<file path="config.mk">
export PLATFORM = sky130hd
export DESIGN_NAME = plr_top
export DESIGN_NICKNAME = d
export VERILOG_FILES = /design/src/logic/plr_pkg.sv /design/src/logic/plr_watch.sv /design/src/logic/plr_top.sv
export SDC_FILE = /design/constraint.sdc
export NUM_CORES = 1
export LEC_CHECK = 0
export ABC_AREA = 1
export BUFFER_PORTS_ARGS = -buffer_cell sky130_fd_sc_hd__buf_4
export CAP_MARGIN = 20
export CORE_MARGIN = 2
export CORE_UTILIZATION = 30
export DETAILED_ROUTE_END_ITERATION = 10
export PLACE_DENSITY = 0.46
export RECOVER_POWER = 50
export SETUP_SLACK_MARGIN = 0.2
export SLEW_MARGIN = 15
export SYNTH_ARGS = -nofsm -noshare
export SYNTH_HDL_FRONTEND = slang
export SYNTH_SLANG_ARGS = --single-unit
</file>
<file path="constraint.sdc">
create_clock -name I_CLK -period 4.55 [get_ports I_CLK]
set_clock_uncertainty 0.1 [all_clocks]
set_input_delay 0.6825 -clock I_CLK [delete_from_list [all_inputs] [get_ports I_CLK]]
set_output_delay 0.6825 -clock I_CLK [all_outputs]
set_load 0.03 [all_outputs]
</file>
<file path="src/logic/plr_pkg.sv">
/*
 power-loss restore policy package: policy codes, timing constants, carrier structs.
 assumes a 200 MHz controller clock.
*/
package plr_pkg;

  // ************************************************************
  // timing
  // ************************************************************
  localparam int unsigned CLK_MHZ       = 200;
  localparam int unsigned WATCH_SECONDS = 30;
  localparam longint unsigned WATCH_CYCLES =
    longint'(WATCH_SECONDS) * 64'd1000000 * longint'(CLK_MHZ);
  localparam int unsigned CNT_W = 33;

  // ************************************************************
  // policy codes and reset values
  // ************************************************************
  typedef enum logic [1:0] {
    PLR_TURN_ON    = 2'h0,
    PLR_REMAIN_OFF = 2'h1,
    PLR_LAST_STATE = 2'h2
  } plr_policy_t;

  localparam logic LAST_ON_RST = 1'h0;

  // ************************************************************
  // carriers
  // ************************************************************
  typedef struct packed {
    logic standby_ok;
    logic wake_req;
    logic off_req;
    logic has_standby;
  } plr_sys_in_t;

  typedef struct packed {
    logic last_on;
    logic last_on_we;
  } plr_nv_t;

endpackage : plr_pkg

</file>
<file path="src/logic/plr_watch.sv">
/*
 standby watch timer: counts cycles of unbroken standby after a switch-off.
 assumes a synchronous active-high reset and synchronous inputs.
*/
`timescale 1ns/1ps
`default_nettype none
module plr_watch #(
  parameter longint unsigned LIMIT = plr_pkg::WATCH_CYCLES
) (
  input  wire logic i_clk,
  input  wire logic i_rst,
  input  wire logic i_start,
  input  wire logic i_standby_ok,
  output logic      o_running,
  output logic      o_done,
  output logic      o_lost
);

  typedef struct packed {
    logic [plr_pkg::CNT_W-1:0] cnt;
    logic                      run;
    logic                      done;
    logic                      lost;
  } plr_watch_st_t;

  plr_watch_st_t st;
  plr_watch_st_t next_st;

  always_comb begin
    next_st      = st;
    next_st.done = 1'b0;
    next_st.lost = 1'b0;
    if (i_start) begin
      next_st.run = 1'b1;
      next_st.cnt = '0;
    end else if (st.run) begin
      if (!i_standby_ok) begin
        next_st.run  = 1'b0;
        next_st.lost = 1'b1;
      end else if (st.cnt == plr_pkg::CNT_W'(LIMIT - 1)) begin
        next_st.run  = 1'b0;
        next_st.done = 1'b1;
      end else begin
        next_st.cnt = st.cnt + 1'b1;
      end
    end
  end

  always_ff @(posedge i_clk) begin
    if (i_rst) begin
      st <= '0;
    end else begin
      st <= next_st;
    end
  end

  assign o_running = st.run;
  assign o_done    = st.done;
  assign o_lost    = st.lost;

endmodule : plr_watch
`default_nettype wire

</file>
<file path="src/logic/plr_top.sv">
/*
 power-loss restore policy of the board management controller.
 assumes synchronous inputs, reset held while standby is absent or carrier power is not good,
 and an external retained store for the last-state bit.
*/
// Function
// - after soft-off or total loss keep watching the standby rail
// - standby unbroken for 30 s after shutdown means orderly switch-off
// - standby lost inside the 30 s window means AC power loss
// - turn-on policy powers up automatically when standby returns
// - remain-off policy stays off until a wake request
// - last-state policy restores the stored on or off state
// - 30 s window used only under last-state policy
// - loss within 30 s of shutdown may leave last state wrongly on
// - without a standby rail the policy has no effect
// - main supply switched on by driving the active-low supply-on output
`timescale 1ns/1ps
`default_nettype none
module plr_top #(
  parameter longint unsigned WATCH_CYCLES = plr_pkg::WATCH_CYCLES
) (
  input  wire logic                 I_CLK,
  input  wire logic                 I_SYS_RST,
  input  wire logic                 I_CARRIER_POWER_GOOD,
  input  wire plr_pkg::plr_sys_in_t I_SYS,
  input  wire plr_pkg::plr_policy_t I_POLICY,
  input  wire logic                 I_NV_LAST_ON,
  output logic                      O_ATX_SUPPLY_ON_N,
  output plr_pkg::plr_nv_t          O_NV,
  output logic                      O_SYSTEM_ON,
  output logic                      O_AC_LOSS
);

  // ************************************************************
  // state
  // ************************************************************
  typedef enum logic [1:0] {
    ST_BOOT,
    ST_ON,
    ST_OFF
  } plr_mode_t;

  typedef struct packed {
    plr_mode_t        mode;
    logic             supply_on_n;
    plr_pkg::plr_nv_t nv;
    logic             ac_loss;
    logic             system_on;
  } plr_st_t;

  plr_st_t st;
  plr_st_t next_st;

  logic in_rst;
  logic watch_start;
  logic watch_run;
  logic watch_done;
  logic watch_lost;

  assign in_rst = I_SYS_RST | ~I_CARRIER_POWER_GOOD;

  // ************************************************************
  // standby watch
  // ************************************************************
  plr_watch #(
    .LIMIT (WATCH_CYCLES)
  ) u_watch (
    .i_clk        (I_CLK),
    .i_rst        (in_rst),
    .i_start      (watch_start),
    .i_standby_ok (I_SYS.standby_ok),
    .o_running    (watch_run),
    .o_done       (watch_done),
    .o_lost       (watch_lost)
  );

  // watch runs only under last-state after an orderly off
  assign watch_start = (st.mode == ST_ON) && I_SYS.off_req &&
                       (I_POLICY == plr_pkg::PLR_LAST_STATE);

  // ************************************************************
  // sequencing
  // ************************************************************
  always_comb begin
    next_st               = st;
    next_st.nv.last_on_we = 1'b0;
    unique case (st.mode)
      ST_BOOT: begin
        if (!I_SYS.has_standby) begin
          next_st.mode = ST_OFF;
        end else begin
          unique case (I_POLICY)
            plr_pkg::PLR_TURN_ON:    next_st.mode = ST_ON;
            plr_pkg::PLR_REMAIN_OFF: next_st.mode = ST_OFF;
            plr_pkg::PLR_LAST_STATE: next_st.mode = I_NV_LAST_ON ? ST_ON : ST_OFF;
            default:                 next_st.mode = ST_OFF;
          endcase
        end
        if (next_st.mode == ST_ON) begin
          next_st.nv.last_on    = 1'b1;
          next_st.nv.last_on_we = 1'b1;
        end
      end
      ST_ON: begin
        if (I_SYS.off_req) begin
          next_st.mode          = ST_OFF;
          next_st.ac_loss       = 1'b0;
          // the stored bit stays on until the window closes: a loss inside it restores on
          if (I_POLICY != plr_pkg::PLR_LAST_STATE) begin
            next_st.nv.last_on    = 1'b0;
            next_st.nv.last_on_we = 1'b1;
          end
        end
      end
      ST_OFF: begin
        if (watch_done) begin
          next_st.nv.last_on    = 1'b0;
          next_st.nv.last_on_we = 1'b1;
        end
        if (watch_lost) begin
          next_st.ac_loss = 1'b1;
        end
        if (I_SYS.wake_req && !watch_run) begin
          next_st.mode          = ST_ON;
          next_st.nv.last_on    = 1'b1;
          next_st.nv.last_on_we = 1'b1;
        end
      end
      default: next_st.mode = ST_BOOT;
    endcase
    next_st.supply_on_n = (next_st.mode != ST_ON);
    next_st.system_on   = (next_st.mode == ST_ON);
  end

  always_ff @(posedge I_CLK) begin
    if (in_rst) begin
      st             <= '0;
      st.mode        <= ST_BOOT;
      st.supply_on_n <= 1'b1;
      st.nv.last_on  <= plr_pkg::LAST_ON_RST;
    end else begin
      st <= next_st;
    end
  end

  assign O_ATX_SUPPLY_ON_N = st.supply_on_n;
  assign O_NV              = st.nv;
  assign O_SYSTEM_ON       = st.system_on;
  assign O_AC_LOSS         = st.ac_loss;

  // ************************************************************
  // checks
  // ************************************************************
  a_supply_tracks_mode: assert property (@(posedge I_CLK) disable iff (in_rst)
    O_ATX_SUPPLY_ON_N == (st.mode != ST_ON)) else $error("supply-on level wrong");

  a_boot_turn_on: assert property (@(posedge I_CLK) disable iff (in_rst)
    (st.mode == ST_BOOT && I_SYS.has_standby && I_POLICY == plr_pkg::PLR_TURN_ON)
    |=> !O_ATX_SUPPLY_ON_N) else $error("turn-on policy did not power up");

  a_boot_remain_off: assert property (@(posedge I_CLK) disable iff (in_rst)
    (st.mode == ST_BOOT && I_POLICY == plr_pkg::PLR_REMAIN_OFF)
    |=> O_ATX_SUPPLY_ON_N) else $error("remain-off policy powered up");

  a_boot_last_state: assert property (@(posedge I_CLK) disable iff (in_rst)
    (st.mode == ST_BOOT && I_SYS.has_standby && I_POLICY == plr_pkg::PLR_LAST_STATE)
    |=> (O_ATX_SUPPLY_ON_N == !$past(I_NV_LAST_ON))) else $error("last state not restored");

  a_no_standby_off: assert property (@(posedge I_CLK) disable iff (in_rst)
    (st.mode == ST_BOOT && !I_SYS.has_standby) |=> O_ATX_SUPPLY_ON_N)
    else $error("policy acted without standby rail");

  a_watch_only_last: assert property (@(posedge I_CLK) disable iff (in_rst)
    (I_POLICY != plr_pkg::PLR_LAST_STATE && !watch_run) |=> !watch_run)
    else $error("watch started wrongly");

  a_loss_flagged: assert property (@(posedge I_CLK) disable iff (in_rst)
    (watch_run && !I_SYS.standby_ok && !watch_start) |=> ##1 O_AC_LOSS)
    else $error("standby loss not flagged");

  a_orderly_clears: assert property (@(posedge I_CLK) disable iff (in_rst)
    (watch_done && st.mode == ST_OFF && !I_SYS.wake_req) |=> !O_NV.last_on && O_NV.last_on_we)
    else $error("orderly off not recorded");

  a_on_recorded: assert property (@(posedge I_CLK) disable iff (in_rst)
    (st.mode != ST_ON && next_st.mode == ST_ON) |=> O_NV.last_on && O_NV.last_on_we)
    else $error("power-on not recorded");

  // ************************************************************
  // level and transition checks
  // ************************************************************
  a_on_level_pair: assert property (@(posedge I_CLK) disable iff (in_rst)
    O_SYSTEM_ON != O_ATX_SUPPLY_ON_N)
    else $error("system-on and supply-on disagree");

  a_wake_powers_up: assert property (@(posedge I_CLK) disable iff (in_rst)
    (st.mode == ST_OFF && I_SYS.wake_req && !watch_run) |=> !O_ATX_SUPPLY_ON_N)
    else $error("wake request did not power up");

  a_off_powers_down: assert property (@(posedge I_CLK) disable iff (in_rst)
    (st.mode == ST_ON && I_SYS.off_req) |=> O_ATX_SUPPLY_ON_N)
    else $error("off request did not power down");

  a_plain_off_stored: assert property (@(posedge I_CLK) disable iff (in_rst)
    (st.mode == ST_ON && I_SYS.off_req && I_POLICY != plr_pkg::PLR_LAST_STATE)
    |=> !O_NV.last_on && O_NV.last_on_we)
    else $error("power-off not recorded");

  a_last_off_deferred: assert property (@(posedge I_CLK) disable iff (in_rst)
    (st.mode == ST_ON && I_SYS.off_req && I_POLICY == plr_pkg::PLR_LAST_STATE)
    |=> !O_NV.last_on_we && watch_run)
    else $error("last-state off not deferred to window");

  a_loss_sticky: assert property (@(posedge I_CLK) disable iff (in_rst)
    (O_AC_LOSS && !(st.mode == ST_ON && I_SYS.off_req)) |=> O_AC_LOSS)
    else $error("loss flag dropped early");

  a_boot_one_cycle: assert property (@(posedge I_CLK) disable iff (in_rst)
    (st.mode == ST_BOOT) |=> (st.mode != ST_BOOT))
    else $error("restore decision not taken");

endmodule : plr_top
`default_nettype wire

</file>
==> results.py <==
metrics = {
    "clocking": {
        "cts_buffer_depth": 2,
        "tritoncts": "built",
        "cts.repair.resized": 0,
        "clock_sinks": 43,
        "htreeDepth": 2,
        "post_cts_buffers": 0,
        "cts_made_buffers": 5,
        "path_clk_slew_ps": 90,
        "cts-hold-fix-buffers": 0,
        "clk_latency_ps": 300,
        "cts-root-buf": "clkbuf_8",
    },
    "final_layout": {
        "syn2layout_area_growth_pct": 9.878,
        "nets": 497,
        "antenna_cells": 0,
        "layout-drive-gt1-share_pct": 6.982,
        "fill_cells": 1045,
    },
    "setup_path": {
        "cp.arrival_ps": 2840,
        "rr_startpoint": "st[5]",
        "start_kind": "flop",
        "slowest_stage": "clkbuf_1",
        "crit_chain": "inv_1 -> nor2_1 -> inv_1 -> nor2_1 -> nand3_1 -> nand2_1 -> clkbuf_1 -> inv_1 -> o21ai_0 -> nor2_1",
        "crit_fanout": 24,
        "required_ps": 4650,
        "crit_buf_inv": 4,
        "cpLargestDelayFamily": "buffers and inverters",
        "max_stage_delay_ps": 850,
        "regToRegSetupSlack_ps": 1800,
        "cp-end-kind": "flop",
        "crit_start": "st[5]",
        "worstSetupPathType": "flop to flop",
    },
    "global_routing": {
        "grt_antenna_before_repair": 0,
        "grt_pass1_vias": 2608,
        "grt_max_degree": 34,
        "grt_overflow_total": 0,
        "grt_pass1_wl_um": 13080,
        "grtUsageTotal_pct": 16.28,
    },
    "timing": {
        "hold_viol_final": 0,
        "rsz0062_at_grt": "false",
        "fin_crit_sh_pct": 60.35,
        "slew_headroom_pct": 22.73,
        "max_freq_ghz": 0.3642,
        "finalCriticalPeriod_ps": 2746,
        "timing.final.ws_setup_ps": 1804,
        "tightest_slew_ps": 1159,
        "totalNegativeSetupSlack_ps": 0,
        "finalMaxSlewViolations": 0,
        "setup_viol": 0,
    },
    "synth": {
        "synthArstFlopShare_pct": 0,
        "yosysSeqAreaShare_pct": 31.03,
        "post_synth_main_area_contributors": "dfxtp_1, nand2_1, nor2_1",
        "synth-warning-count": 0,
        "synth_cell_type_count": 25,
        "synth_edf_count": 0,
        "synth_top_cell_by_area": "dfxtp_1",
        "synth.avg_cell_area_um2": 5.815,
        "yosysMostFrequentCell": "nand2_1",
        "synthFlopType": "dfxtp_1",
        "ys_top_cells_by_count": "nand2_1, nor2_1, inv_1, dfxtp_1, nand3_1",
        "ys_ff_latch": 43,
        "syn_area_mm2": 0.002774,
        "syn_inst": 477,
        "synth_top_area_share_pct": 31.03,
        "synth_fp_nets": 488,
    },
    "routing": {
        "drc": 0,
        "routedWlPerCell_um": 12.83,
        "first_iter_violations": 151,
        "via_count": 2800,
        "first_pass_iters": 4,
        "antenna_left": 0,
        "wirelength_um": 7671,
        "via_per_inst": 4.682,
    },
    "placement": {
        "hpwl_um": 5945,
        "place_congestion": 0.8713,
        "pre_cts_slack_ps": 2373,
        "io_buffers": 14,
    },
    "hold_path": {
        "hp-start": "u_watch.o_lost",
        "hold_class": "flop to flop",
    },
    "floorplan": {
        "start_util_pct": 30.45,
        "fp.dieW_um": 100.2,
        "ios": 15,
        "num_rows": 35,
        "die_h_um": 100.2,
        "die_area_mm2": 0.01003,
        "core_region_area_mm2": 0.009109,
    },
    "outcome": {
        "status": "complete, no violations",
    },
    "power": {
        "totalPowerFinal_mw": 0.7279,
        "powerDensity_mw_per_mm2": 238.8,
        "peakVddDrop_uv": 120.2,
        "leakage_nw": 1.090,
    },
    "job": {
        "timing.max_cap.violations": 0,
    },
}
-- area by class of cell --
type                       count  area [µm²]  area share [%]
multi-input combinational    362        1615           53.00
sequential                    43       860.8           28.24
inverter                      58       217.7           7.143
tap                          111       138.9           4.557
timing repair buffer          16       97.59           3.202
clock buffer                   6       82.58           2.709
clock inverter                 2       35.03           1.149
-- through the flow --
step	utilization, %	std cells	cell area [µm²]	hold WS [ps]
2_1_floorplan	-	477	2774	328.9
3_3_place_gp	32.42	590	2953	340.6
3_5_place_dp	32.42	590	2953	346.6
4_1_cts	33.71	598	3070	359.7
5_1_grt	33.46	598	3048	403.3
6_report	33.46	598	3048	359.2
-- state kept, by name (all words and copies together), names as in the netlist --
| signal | flops |
|---|---|
| u_watch.st | 33 |
| O_NV | 2 |
| st | 2 |
| O_ATX_SUPPLY_ON_N | 1 |
| O_SYSTEM_ON | 1 |
| O_AC_LOSS | 1 |
| u_watch.o_lost | 1 |
| u_watch.o_done | 1 |
| u_watch.o_running | 1 |
-- kinds of logic after synthesis --
| logic type | count (synthesis) | synth area share (%) |
|---|---|---|
| compound gates | 35 | 6.315 |
| xor+xnor | 8 | 2.526 |
| fa+ha+maj | 1 | 0.4510 |
| buf+inv | 72 | 10.74 |
| flops | 43 | 31.03 |
| simple gates | 318 | 48.94 |
-- per-layer routing --
| metal | wire [µm] | part of all wire (%) | GRT usage (%) | vias to the layer above |
|---|---|---|---|---|
| li1 | - | - | - | 1506 |
| met1 | 3935 | 51 | 22.27 | 1258 |
| met2 | 3505 | 46 | 27.31 | 30 |
| met3 | 177 | 2.3 | 2.507 | 6 |
| met4 | 52 | 0.68 | 3.267 | 0 |
| met5 | 0 | 0 | 0 | - |
-- tightest hold or removal path, stage by stage, from the launching register on --
cell     delay, ps
dfxtp_1        300
nand2_1         60
a21oi_1         60
-- where the power goes --
part | switching [mW] | leakage [nW] | total, mW | internal (mW)
registers | 0.000845 | 0.347 | 0.379 | 0.378
logic | 0.0192 | 0.682 | 0.0298 | 0.0105
clock network | 0.141 | 0.0612 | 0.319 | 0.178
-- final timing paths --
kind                         to  cells after the start
setup / recovery  u_watch.st[4]                     10
setup reg to reg  u_watch.st[4]                     10
hold reg to reg       O_AC_LOSS                      2
hold / removal        O_AC_LOSS                      2
-- cell usage in the layout, fill, tap and decap left out --
| cell type | Yosys | layout |
|---|---|---|
| a21oi_1 | 27 | 27 |
| nand3_1 | 42 | 42 |
| nand4_1 | 11 | 11 |
| bufinv_16 | 0 | 1 |
| clkbuf_8 | 0 | 6 |
| ha_1 | 1 | 1 |
| o21ai_0 | 8 | 8 |
| xor2_1 | 3 | 3 |
| nand2_1 | 157 | 157 |
| nor2_4 | 1 | 1 |
| nand3_2 | 2 | 2 |
| inv_2 | 5 | 5 |
| nand2_4 | 1 | 1 |
| buf_4 | 2 | 8 |
| nor2_2 | 4 | 4 |
| inv_1 | 53 | 53 |
| clkinv_2 | 0 | 1 |
| dfxtp_1 | 43 | 43 |
| clkbuf_4 | 0 | 2 |
| xnor2_1 | 5 | 5 |
| nor3_1 | 10 | 10 |
| nand3_4 | 1 | 1 |
| nor2_1 | 83 | 83 |
| clkbuf_1 | 4 | 6 |
| nand2_2 | 2 | 2 |
| nand3b_1 | 4 | 4 |
Note: power is estimated with default switching activity, not from simulation.
